<file path="src/bssf_params.svh">
// Constants for the status sentence framer: characters, tags, field shapes, timing
`ifndef BSSF_PARAMS_SVH
`define BSSF_PARAMS_SVH

// System clock and the housekeeping tick that times the periodic sentences
`define BSSF_CLK_HZ        125000000
`define BSSF_TICK_US       1000
`define BSSF_US_PER_S      1000000

// Punctuation and hex digit offsets
`define BSSF_CHAR_COMMA    8'h2c
`define BSSF_CHAR_CR       8'h0d
`define BSSF_CHAR_LF       8'h0a
`define BSSF_CHAR_ZERO     8'h30
`define BSSF_CHAR_ALPHA    8'h37
`define BSSF_DIGIT_TEN     4'ha

// Three-character sentence tags, first character in the top byte
`define BSSF_TAG_SENT_CAN  24'h434e32
`define BSSF_TAG_CHARGER   24'h435331
`define BSSF_TAG_PACK      24'h435631
`define BSSF_TAG_DIST      24'h445431
`define BSSF_TAG_LAST      2'h2

// Number of data fields per sentence kind
`define BSSF_NF_SENT_CAN   4'h5
`define BSSF_NF_CHARGER    4'h6
`define BSSF_NF_PACK       4'ha
`define BSSF_NF_DIST       4'hc

// Digits per field
`define BSSF_NIB_ID        5'h08
`define BSSF_NIB_FLAG      5'h01
`define BSSF_NIB_BYTE      5'h02
`define BSSF_NIB_HALF      5'h04
`define BSSF_NIB_WORD      5'h08
`define BSSF_DLC_MAX       4'h8

// Field indices inside sentences
`define BSSF_FI_ID         4'h0
`define BSSF_FI_EXT        4'h1
`define BSSF_FI_RTR        4'h2
`define BSSF_FI_DLC        4'h3
`define BSSF_FI_DATA       4'h4
`define BSSF_FI_CNT        4'h0
`define BSSF_FI_STAT       4'h1
`define BSSF_FI_SETV       4'h2
`define BSSF_FI_SETI       4'h3
`define BSSF_FI_ACTV       4'h4
`define BSSF_FI_ACTI       4'h5
`define BSSF_FI_VOLT       4'h0
`define BSSF_FI_AMP        4'h1
`define BSSF_FI_DIAG0      4'h2
`define BSSF_FI_SPEED      4'h0

// Request kind codes on the request port
`define BSSF_REQ_CHARGER   2'h0
`define BSSF_REQ_PACK      2'h1
`define BSSF_REQ_DIST      2'h2

// Transmit class codes; class none is never reported
`define BSSF_CLASS_NONE    2'h0

`endif

</file>
<file path="src/bssf_pkg.sv">
// Types shared by the status sentence framer
package bssf_pkg;
  typedef enum logic [1:0] {
    SK_SENT_CAN,
    SK_CHARGER,
    SK_PACK,
    SK_DIST
  } bssf_kind_e;

  typedef enum logic [2:0] {
    ST_IDLE,
    ST_TAG,
    ST_COMMA,
    ST_DIGIT,
    ST_CK_HI,
    ST_CK_LO,
    ST_CR,
    ST_LF
  } bssf_state_e;
endpackage

</file>
<file path="src/bssf_skid2.sv">
// Two-entry character buffer between the sentence sequencer and the serial sink
`timescale 1ns/1ps
module bssf_skid2 #(
  parameter int WIDTH = 8
) (
  input  wire logic             clock,
  input  wire logic             rst,
  input  wire logic [WIDTH-1:0] in_data,
  input  wire logic             in_valid,
  output logic                  in_ready,
  output logic      [WIDTH-1:0] out_data,
  output logic                  out_valid,
  input  wire logic             out_ready
);
  logic [WIDTH-1:0] tail;
  logic [1:0]       count;
  logic [1:0]       next_count;
  wire              push = in_valid & in_ready;
  wire              pop  = out_valid & out_ready;

  // Head is the output register so the sink sees flop outputs only
  assign in_ready   = (count != 2'h2);
  assign next_count = count + {1'b0, push} - {1'b0, pop};

  // Occupancy and valid move together
  always_ff @(posedge clock or posedge rst) begin
    if (rst) begin
      count     <= 2'h0;
      out_valid <= 1'b0;
    end else begin
      count     <= next_count;
      out_valid <= (next_count != 2'h0);
    end
  end

  // Head refills from tail on a pop with both entries held, otherwise from the input
  always_ff @(posedge clock or posedge rst) begin
    if (rst) begin
      out_data <= '0;
      tail     <= '0;
    end else begin
      if (push && (count == 2'h0 || (pop && count == 2'h1))) begin
        out_data <= in_data;
      end else if (pop && count == 2'h2) begin
        out_data <= tail;
      end
      if (push && (count == 2'h2 || (!pop && count == 2'h1))) begin
        tail <= in_data;
      end
    end
  end
endmodule

</file>
<file path="src/bms_status_sentence_framer.sv">
// Status sentence framer: builds text report sentences and streams them as characters
`timescale 1ns/1ps
`include "bssf_params.svh"
module bms_status_sentence_framer
  import bssf_pkg::*;
#(
  parameter int TICK_CYCLES = `BSSF_CLK_HZ / `BSSF_US_PER_S * `BSSF_TICK_US,
  parameter int PERIOD_W    = 16
) (
  input  wire logic                clock,
  input  wire logic                rst,
  // Transmitted CAN frame notification
  input  wire logic                forward_enable,
  input  wire logic                can_tx_valid,
  input  wire logic [1:0]          can_tx_class,
  input  wire logic [31:0]         can_tx_id,
  input  wire logic                can_tx_ext,
  input  wire logic                can_tx_rtr,
  input  wire logic [3:0]          can_tx_dlc,
  input  wire logic [63:0]         can_tx_data,
  output logic                     can_drop,
  // Requests decoded from the serial receiver
  input  wire logic                req_valid,
  input  wire logic [1:0]          req_kind,
  // Repetition intervals in ticks
  input  wire logic                sleep_mode,
  input  wire logic [PERIOD_W-1:0] active_period,
  input  wire logic [PERIOD_W-1:0] sleep_period,
  // Charger values
  input  wire logic [7:0]          chg_count,
  input  wire logic                chg_is_can,
  input  wire logic [7:0]          chg_status,
  input  wire logic [15:0]         chg_set_volt,
  input  wire logic [15:0]         chg_set_amp,
  input  wire logic                chg_act_volt_ok,
  input  wire logic [15:0]         chg_act_volt,
  input  wire logic                chg_act_amp_ok,
  input  wire logic [15:0]         chg_act_amp,
  // Pack values
  input  wire logic [31:0]         pack_volt,
  input  wire logic [15:0]         pack_amp,
  input  wire logic [7:0][15:0]    pack_diag,
  // Distance and energy values, index 0 is speed in its low half
  input  wire logic [11:0][31:0]   dist_field,
  // Character stream out
  output logic [7:0]               out_data,
  output logic                     out_valid,
  input  wire logic                out_ready
);
  localparam int TICK_W = $clog2(TICK_CYCLES + 1);

  bssf_state_e   state;
  bssf_kind_e    cur_kind;
  logic [23:0]   tag_sh;
  logic [1:0]    tag_cnt;
  logic [3:0]    fld;
  logic [63:0]   dig_sh;
  logic [4:0]    nib_left;
  logic [7:0]    csum;
  logic [TICK_W-1:0]   tick_cnt;
  logic                tick;
  logic [PERIOD_W-1:0] period_cnt;
  logic [3:0]    pend;
  // Latched frame, held until its sentence has gone out
  logic [31:0]   can_id;
  logic          can_ext;
  logic          can_rtr;
  logic [3:0]    can_dlc;
  logic [63:0]   can_data;

  // Field word: present, digit count, value aligned to the top nibble
  function automatic logic [69:0] field_word(input bssf_kind_e k, input logic [3:0] i);
    logic [69:0] w;
    w = '0;
    case (k)
      SK_SENT_CAN: begin
        if (i == `BSSF_FI_ID) begin
          w = {1'b1, `BSSF_NIB_ID, can_id, 32'h0};
        end else if (i == `BSSF_FI_EXT) begin
          w = {1'b1, `BSSF_NIB_FLAG, 3'h0, can_ext, 60'h0};
        end else if (i == `BSSF_FI_RTR) begin
          w = {1'b1, `BSSF_NIB_FLAG, 3'h0, can_rtr, 60'h0};
        end else if (i == `BSSF_FI_DLC) begin
          // Count is at most eight, so its decimal and hex digits agree
          w = {1'b1, `BSSF_NIB_FLAG, can_dlc, 60'h0};
        end else if (i == `BSSF_FI_DATA) begin
          w = {1'b1, can_dlc, 1'b0, can_data};
        end
      end
      SK_CHARGER: begin
        if (i == `BSSF_FI_CNT) begin
          w = {1'b1, `BSSF_NIB_BYTE, chg_count, 56'h0};
        end else if (i == `BSSF_FI_STAT) begin
          w = {chg_is_can, `BSSF_NIB_BYTE, chg_status, 56'h0};
        end else if (i == `BSSF_FI_SETV) begin
          w = {chg_is_can, `BSSF_NIB_HALF, chg_set_volt, 48'h0};
        end else if (i == `BSSF_FI_SETI) begin
          w = {chg_is_can, `BSSF_NIB_HALF, chg_set_amp, 48'h0};
        end else if (i == `BSSF_FI_ACTV) begin
          w = {chg_is_can & chg_act_volt_ok, `BSSF_NIB_HALF, chg_act_volt, 48'h0};
        end else if (i == `BSSF_FI_ACTI) begin
          w = {chg_is_can & chg_act_amp_ok, `BSSF_NIB_HALF, chg_act_amp, 48'h0};
        end
      end
      SK_PACK: begin
        if (i == `BSSF_FI_VOLT) begin
          w = {1'b1, `BSSF_NIB_WORD, pack_volt, 32'h0};
        end else if (i == `BSSF_FI_AMP) begin
          // Two's complement digits carry the sign of the current
          w = {1'b1, `BSSF_NIB_HALF, pack_amp, 48'h0};
        end else begin
          // Diagnostics pass through untouched; meaning is not fixed
          w = {1'b1, `BSSF_NIB_HALF, pack_diag[3'(i - `BSSF_FI_DIAG0)], 48'h0};
        end
      end
      default: begin
        if (i == `BSSF_FI_SPEED) begin
          w = {1'b1, `BSSF_NIB_HALF, dist_field[0][15:0], 48'h0};
        end else begin
          // Fields 1..11 are whole words in fixed order
          w = {1'b1, `BSSF_NIB_WORD, dist_field[i], 32'h0};
        end
      end
    endcase
    return w;
  endfunction

  function automatic logic [7:0] hex_char(input logic [3:0] d);
    return (d < `BSSF_DIGIT_TEN) ? (`BSSF_CHAR_ZERO + {4'h0, d}) : (`BSSF_CHAR_ALPHA + {4'h0, d});
  endfunction

  // Decode of the word for the field being opened
  wire [69:0] fw          = field_word(cur_kind, fld);
  wire        fw_present  = fw[69];
  wire [4:0]  fw_nibs     = fw[68:64];
  wire [63:0] fw_val      = fw[63:0];
  wire [3:0]  nfields     = (cur_kind == SK_SENT_CAN) ? `BSSF_NF_SENT_CAN :
                            (cur_kind == SK_CHARGER)  ? `BSSF_NF_CHARGER  :
                            (cur_kind == SK_PACK)     ? `BSSF_NF_PACK     : `BSSF_NF_DIST;

  // Character for this state; checksum covers all before its digits
  wire [7:0]  cur_char    = (state == ST_TAG)   ? tag_sh[23:16] :
                            (state == ST_COMMA) ? `BSSF_CHAR_COMMA :
                            (state == ST_DIGIT) ? hex_char(dig_sh[63:60]) :
                            (state == ST_CK_HI) ? hex_char(csum[7:4]) :
                            (state == ST_CK_LO) ? hex_char(csum[3:0]) :
                            (state == ST_CR)    ? `BSSF_CHAR_CR : `BSSF_CHAR_LF;
  wire        buf_ready;
  wire        emit        = (state != ST_IDLE) && buf_ready;
  wire        sum_char    = (state == ST_TAG) || (state == ST_COMMA) || (state == ST_DIGIT);
  wire        done        = emit && (state == ST_LF);

  // Arbitration: a pending frame report goes ahead of status sentences
  wire        start       = (state == ST_IDLE) && (pend != 4'h0);
  wire        pick_can    = pend[SK_SENT_CAN];
  wire        pick_chg    = !pick_can && pend[SK_CHARGER];
  wire        pick_pack   = !pick_can && !pick_chg && pend[SK_PACK];
  wire [3:0]  clr_mask    = {start && !pick_can && !pick_chg && !pick_pack, start && pick_pack,
                             start && pick_chg, done && (cur_kind == SK_SENT_CAN)};

  // Frame filter and capture slot
  wire        can_hit     = can_tx_valid && forward_enable &&
                            (can_tx_class != `BSSF_CLASS_NONE);
  wire        can_take    = can_hit && !pend[SK_SENT_CAN];
  wire [3:0]  dlc_clamp   = (can_tx_dlc > `BSSF_DLC_MAX) ? `BSSF_DLC_MAX : can_tx_dlc;

  // Periodic trigger and requests
  wire [PERIOD_W-1:0] period_sel = sleep_mode ? sleep_period : active_period;
  wire        period_hit  = tick && (period_sel != '0) && (period_cnt + 1'b1 >= period_sel);
  wire [3:0]  req_set     = {req_valid && (req_kind == `BSSF_REQ_DIST),
                             req_valid && (req_kind == `BSSF_REQ_PACK),
                             req_valid && (req_kind == `BSSF_REQ_CHARGER), 1'b0};
  wire [3:0]  set_mask    = req_set | {{3{period_hit}}, can_take};

  // Tick divider gives the interval time base
  always_ff @(posedge clock or posedge rst) begin
    if (rst) begin
      tick_cnt <= '0;
      tick     <= 1'b0;
    end else begin
      tick     <= (tick_cnt == TICK_W'(TICK_CYCLES - 1));
      tick_cnt <= (tick_cnt == TICK_W'(TICK_CYCLES - 1)) ? '0 : tick_cnt + 1'b1;
    end
  end

  // Interval counter restarts on every expiry
  always_ff @(posedge clock or posedge rst) begin
    if (rst) begin
      period_cnt <= '0;
    end else if (tick) begin
      period_cnt <= period_hit ? '0 : period_cnt + 1'b1;
    end
  end

  // Pending flags: a set in the clearing cycle is kept
  always_ff @(posedge clock or posedge rst) begin
    if (rst) begin
      pend <= 4'h0;
    end else begin
      pend <= (pend & ~clr_mask) | set_mask;
    end
  end

  // Frame latch; a frame arriving while the slot is full is reported as dropped
  always_ff @(posedge clock or posedge rst) begin
    if (rst) begin
      can_id   <= '0;
      can_ext  <= 1'b0;
      can_rtr  <= 1'b0;
      can_dlc  <= '0;
      can_data <= '0;
      can_drop <= 1'b0;
    end else begin
      can_drop <= can_hit && !can_take;
      if (can_take) begin
        can_id   <= can_tx_id;
        can_ext  <= can_tx_ext;
        can_rtr  <= can_tx_rtr;
        can_dlc  <= dlc_clamp;
        can_data <= can_tx_data;
      end
    end
  end

  // Sentence sequencer; values are read live when each field opens
  always_ff @(posedge clock or posedge rst) begin
    if (rst) begin
      state    <= ST_IDLE;
      cur_kind <= SK_SENT_CAN;
      tag_sh   <= '0;
      tag_cnt  <= '0;
      fld      <= '0;
      dig_sh   <= '0;
      nib_left <= '0;
      csum     <= '0;
    end else begin
      if (emit && sum_char) begin
        csum <= csum + cur_char;
      end
      case (state)
        ST_IDLE: begin
          if (start) begin
            csum    <= '0;
            tag_cnt <= '0;
            state   <= ST_TAG;
            if (pick_can) begin
              cur_kind <= SK_SENT_CAN;
              tag_sh   <= `BSSF_TAG_SENT_CAN;
            end else if (pick_chg) begin
              cur_kind <= SK_CHARGER;
              tag_sh   <= `BSSF_TAG_CHARGER;
            end else if (pick_pack) begin
              cur_kind <= SK_PACK;
              tag_sh   <= `BSSF_TAG_PACK;
            end else begin
              cur_kind <= SK_DIST;
              tag_sh   <= `BSSF_TAG_DIST;
            end
          end
        end
        ST_TAG: begin
          if (emit) begin
            tag_sh  <= {tag_sh[15:0], 8'h00};
            tag_cnt <= tag_cnt + 1'b1;
            if (tag_cnt == `BSSF_TAG_LAST) begin
              fld   <= '0;
              state <= ST_COMMA;
            end
          end
        end
        ST_COMMA: begin
          if (emit) begin
            if (fld == nfields) begin
              state <= ST_CK_HI;
            end else if (fw_present && fw_nibs != 5'h00) begin
              dig_sh   <= fw_val;
              nib_left <= fw_nibs;
              state    <= ST_DIGIT;
            end else begin
              fld <= fld + 1'b1;  // Absent value leaves an empty field
            end
          end
        end
        ST_DIGIT: begin
          if (emit) begin
            dig_sh   <= {dig_sh[59:0], 4'h0};
            nib_left <= nib_left - 1'b1;
            if (nib_left == 5'h01) begin
              fld   <= fld + 1'b1;
              state <= ST_COMMA;
            end
          end
        end
        ST_CK_HI: begin
          if (emit) begin
            state <= ST_CK_LO;
          end
        end
        ST_CK_LO: begin
          if (emit) begin
            state <= ST_CR;
          end
        end
        ST_CR: begin
          if (emit) begin
            state <= ST_LF;
          end
        end
        default: begin
          if (emit) begin
            state <= ST_IDLE;
          end
        end
      endcase
    end
  end

  // Buffer absorbs a sink stall without losing a character
  bssf_skid2 #(
    .WIDTH (8)
  ) u_buf (
    .clock     (clock),
    .rst       (rst),
    .in_data   (cur_char),
    .in_valid  (state != ST_IDLE),
    .in_ready  (buf_ready),
    .out_data  (out_data),
    .out_valid (out_valid),
    .out_ready (out_ready)
  );
endmodule

</file>
<file path="config.mk">
export PLATFORM = sky130hd
export DESIGN_NAME = bms_status_sentence_framer
export DESIGN_NICKNAME = d
export VERILOG_FILES = /design/src/bssf_pkg.sv /design/src/bssf_skid2.sv /design/src/bms_status_sentence_framer.sv
export VERILOG_INCLUDE_DIRS = /design/src
export SDC_FILE = /design/constraint.sdc
export NUM_CORES = 1
export LEC_CHECK = 0
export ABC_AREA = 1
export BUFFER_PORTS_ARGS = -buffer_cell sky130_fd_sc_hd__buf_2
export CORE_AREA = 2 2 309 311
export DETAILED_ROUTE_END_ITERATION = 8
export DIE_AREA = 0 0 311 313
export PLACE_DENSITY = 0.51
export REMOVE_ABC_BUFFERS = 1
export SLEW_MARGIN = 25
export SYNTH_ARGS = -nofsm -noshare
export SYNTH_HDL_FRONTEND = slang
export SYNTH_HIERARCHICAL = 1
export SYNTH_SLANG_ARGS = --single-unit
</file>
<file path="constraint.sdc">
create_clock -name clock -period 10.4 [get_ports clock]
set_input_delay 1.04 -clock clock [delete_from_list [all_inputs] [get_ports clock]]
set_output_delay 1.04 -clock clock [all_outputs]
set_load 0.05 [all_outputs]
</file>
==> results.py <==
metrics = {
    "placed_design": {
        "place.gp.congestion": 0.943,
        "io_buffers": 797,
        "place_ws_ps": 5620,
        "place.detailed.hpwl_microns": 89400,
    },
    "clocking": {
        "post_cts_buffers": 0,
        "cts_made_buffers": 38,
        "tritoncts": "done",
        "cts.clk_slew.worst_paths_ps": 60,
        "cts_buffer_depth": 3,
        "clock_latency_ps": 590,
        "cts_root_buf": "clkbuf_16",
        "ctsResizeCount": 0,
        "hold_buffers": 0,
        "htree_levels": 2,
        "cts_sinks": 263,
    },
    "layout": {
        "area_growth_pct": 29.9,
        "drive_above_1_share_pct": 22.9,
        "fill_cells": 10799,
        "fin_nets": 4930,
    },
    "synth": {
        "async_flop_share_pct": 100,
        "netlist_instances": 3446,
        "synth_top_cell_area_share_pct": 31.6,
        "synth_area_leaders": "dfrtp_1 32%, nand2_1 24%, nand3_1 8.4%",
        "ys_top_cells_by_count": "1356 x nand2_1, 350 x nand3_1, 331 x nor2_1",
        "syn_area_per_cell_sq_um": 6.05,
        "synthFlopType": "dfrtp_1",
        "yosysTopAreaCell": "dfrtp_1",
        "synth_warnings": 6,
        "synth.distinct_cells": 55,
        "synth_area_sq_um": 20900,
        "synth_edf_count": 0,
        "synth-seq-cells": 263,
        "ys_seq_area_share_pct": 31.6,
        "yosysMostFrequentCell": "nand2_1",
    },
    "global_route": {
        "antenna_found_initial": 48,
        "met1_usage_pct": 29.6,
        "grt_pass1_wl_microns": 164000,
        "grtUsageTotal_pct": 22.6,
        "grt_pass1_vias": 24096,
        "grt_use_met3_pct": 5.02,
        "grtUsageMet2_pct": 36.4,
        "grt_overflow": 0,
        "grt_max_degree": 148,
        "grt_busiest_layer": "met2",
    },
    "setup_path": {
        "criticalPathCategory": "reg2reg",
        "cp_max_fo": 84,
        "startpoint_type": "flip-flop",
        "worst_ep_required_time_ps": 10860,
        "worstPathArrival_ps": 5190,
        "cp-end-kind": "flip-flop",
    },
    "route": {
        "antenna_left": 0,
        "initialDrtViolationCount": 2254,
        "wl_microns": 114000,
        "vias_per_cell": 4.68,
        "firstDrtPassIters": 9,
        "vias": 25324,
        "drcViolationCount": 0,
        "wl_per_cell_microns": 21.1,
    },
    "timing": {
        "tightest_slew_ps": 1070,
        "timing.fmax_ghz": 0.211,
        "finalMaxSlewViolations": 0,
        "whs_ps": 472,
        "tns_ps": 0,
        "rsz0062_at_grt": "no",
        "finalCritPeriodShare_pct": 45.5,
        "relSlewSlack_pct": 28.6,
        "skew_ps": 36.5,
        "setup_viol": 0,
        "fin_crit_ps": 4740,
        "finalWorstSetupSlack_ps": 5660,
        "finalHoldViolCount": 0,
    },
    "status": {
        "status": "finished clean",
    },
    "power": {
        "ir_worst_vdd_mv": 0.163,
        "p_leak_nw": 15.0,
        "powerDensity_nw_per_um2": 236,
    },
    "die": {
        "die-height_microns": 313,
        "start_util_pct": 22.2,
        "core.rowCount": 113,
        "io_pins": 798,
        "core_sq_um": 94200,
        "die_area_sq_um": 97300,
        "die_w_microns": 311,
    },
    "min_path": {
        "hold_path.class": "reg2reg",
    },
    "job": {
        "max-cap-violations": 0,
    },
}
==> power breakdown <==
group | switching, mW | internal (mW)
Combinational | 2.51 | 0.984
Sequential | 0.247 | 1.34
Clock | 0.546 | 0.763
==> cell type report <==
type                            count  area, sq um  area share, %
Antenna cell                       22         55.1          0.203
Timing Repair Buffer              817         4150           15.3
Multi-Input combinational cell   2717        12500           46.0
Clock inverter                     19          208          0.767
Inverter                          263         1010           3.74
Sequential cell                   263         6590           24.3
Clock buffer                       50         1040           3.82
Tap cell                         1265         1580           5.84
==> cell usage in the layout, fill, tap and decap left out, types with 6 or more instances in the layout <==
| master | Yosys | final |
|---|---|---|
| clkbuf_16 | 0 | 38 |
| o211ai_1 | 7 | 7 |
| xor2_1 | 24 | 24 |
| a21oi_1 | 80 | 80 |
| dfrtp_1 | 263 | 261 |
| nand3b_1 | 6 | 6 |
| o221ai_1 | 6 | 6 |
| nor2_4 | 5 | 9 |
| nand2_2 | 16 | 16 |
| a22o_1 | 11 | 11 |
| buf_2 | 38 | 797 |
| a31oi_1 | 9 | 9 |
| nor2_1 | 331 | 328 |
| nor3_1 | 23 | 23 |
| o21ai_0 | 310 | 309 |
| o21ai_1 | 8 | 9 |
| o21bai_1 | 10 | 10 |
| a21o_1 | 17 | 17 |
| ha_1 | 41 | 41 |
| clkinv_2 | 1 | 9 |
| nand2_1 | 1356 | 1355 |
| or2_2 | 6 | 6 |
| nand3_1 | 350 | 350 |
| diode_2 | 0 | 22 |
| buf_4 | 5 | 19 |
| inv_2 | 9 | 10 |
| inv_1 | 246 | 244 |
| clkbuf_1 | 125 | 8 |
| o22ai_1 | 29 | 29 |
| nand4_1 | 26 | 26 |
| mux2i_1 | 8 | 8 |
==> worst max-delay path, stage by stage, from the launching register on <==
cell and delay, ps:
dfrtp_4 720, inv_8 420, ha_1 240, buf_4 330, nand2_4 270, inv_2 540, buf_4 460, nand3_1 160
nand2_1 100, a21oi_1 110, nand3_2 130, nand2_4 90, nand2_8 270, nand2_8 400, nand2_1 170, nand2_1 70
==> sequential cells by signal (all words and copies together) (netlist names), 5 cells and up <==
name / cells
can_id: 32
can_data: 64
u_buf/out_data: 8
nib_left: 5
u_buf/tail: 8
period_cnt: 16
tick_cnt: 17
dig_sh: 64
tag_sh: 15
csum: 8
==> path summary, 6_finish.rpt <==
path / startpoint / endpoint / slack (ps) / cells past startpoint
hold / removal: dig_sh[10] / dig_sh[10] / 470 / 2
min in group asynchronous: rst / dig_sh[47] / 650 / 2
setup / recovery: fld[0] / dig_sh[21] / 5660 / 15
setup reg to reg: fld[0] / dig_sh[21] / 5660 / 15
max in group asynchronous: rst / can_id[18] / 8460 / 3
hold reg to reg: dig_sh[10] / dig_sh[10] / 470 / 2
==> routing by layer <==
| layer | part of all wire, % | vias up |
|---|---|---|
| met4 | 3.5 | 20 |
| met3 | 7.4 | 174 |
| li1 | - | 12351 |
| met2 | 46 | 1023 |
| met1 | 43 | 11756 |
| met5 | 0.10 | - |
==> metrics by stage <==
step                      area [sq um]  power (mW)  cells  utilization (%)
after global placement           25800        5.08   5325             27.4
after CTS                        27000        6.43   5394             28.7
final                            27100        6.39   5416             28.8
after detailed placement         25800        5.09   5325             27.4
after floorplan                  20000        3.77   3243                -
after global routing             27100        6.90   5407             28.7
==> logic make-up after synthesis <==
| family | count (synthesis) | share of synthesized area, % |
|---|---|---|
| other | 1 | 0.0180 |
| AOI/OAI and AO/OA | 503 | 13.3 |
| DFF | 263 | 31.6 |
| and+or+nand+nor | 2136 | 42.2 |
| buffers and inverters | 467 | 8.94 |
| adders and majority gates | 42 | 2.56 |
| muxes | 8 | 0.384 |
| xor gates and xnor gates | 26 | 1.09 |
Note: power is estimated with default switching activity, not from simulation.
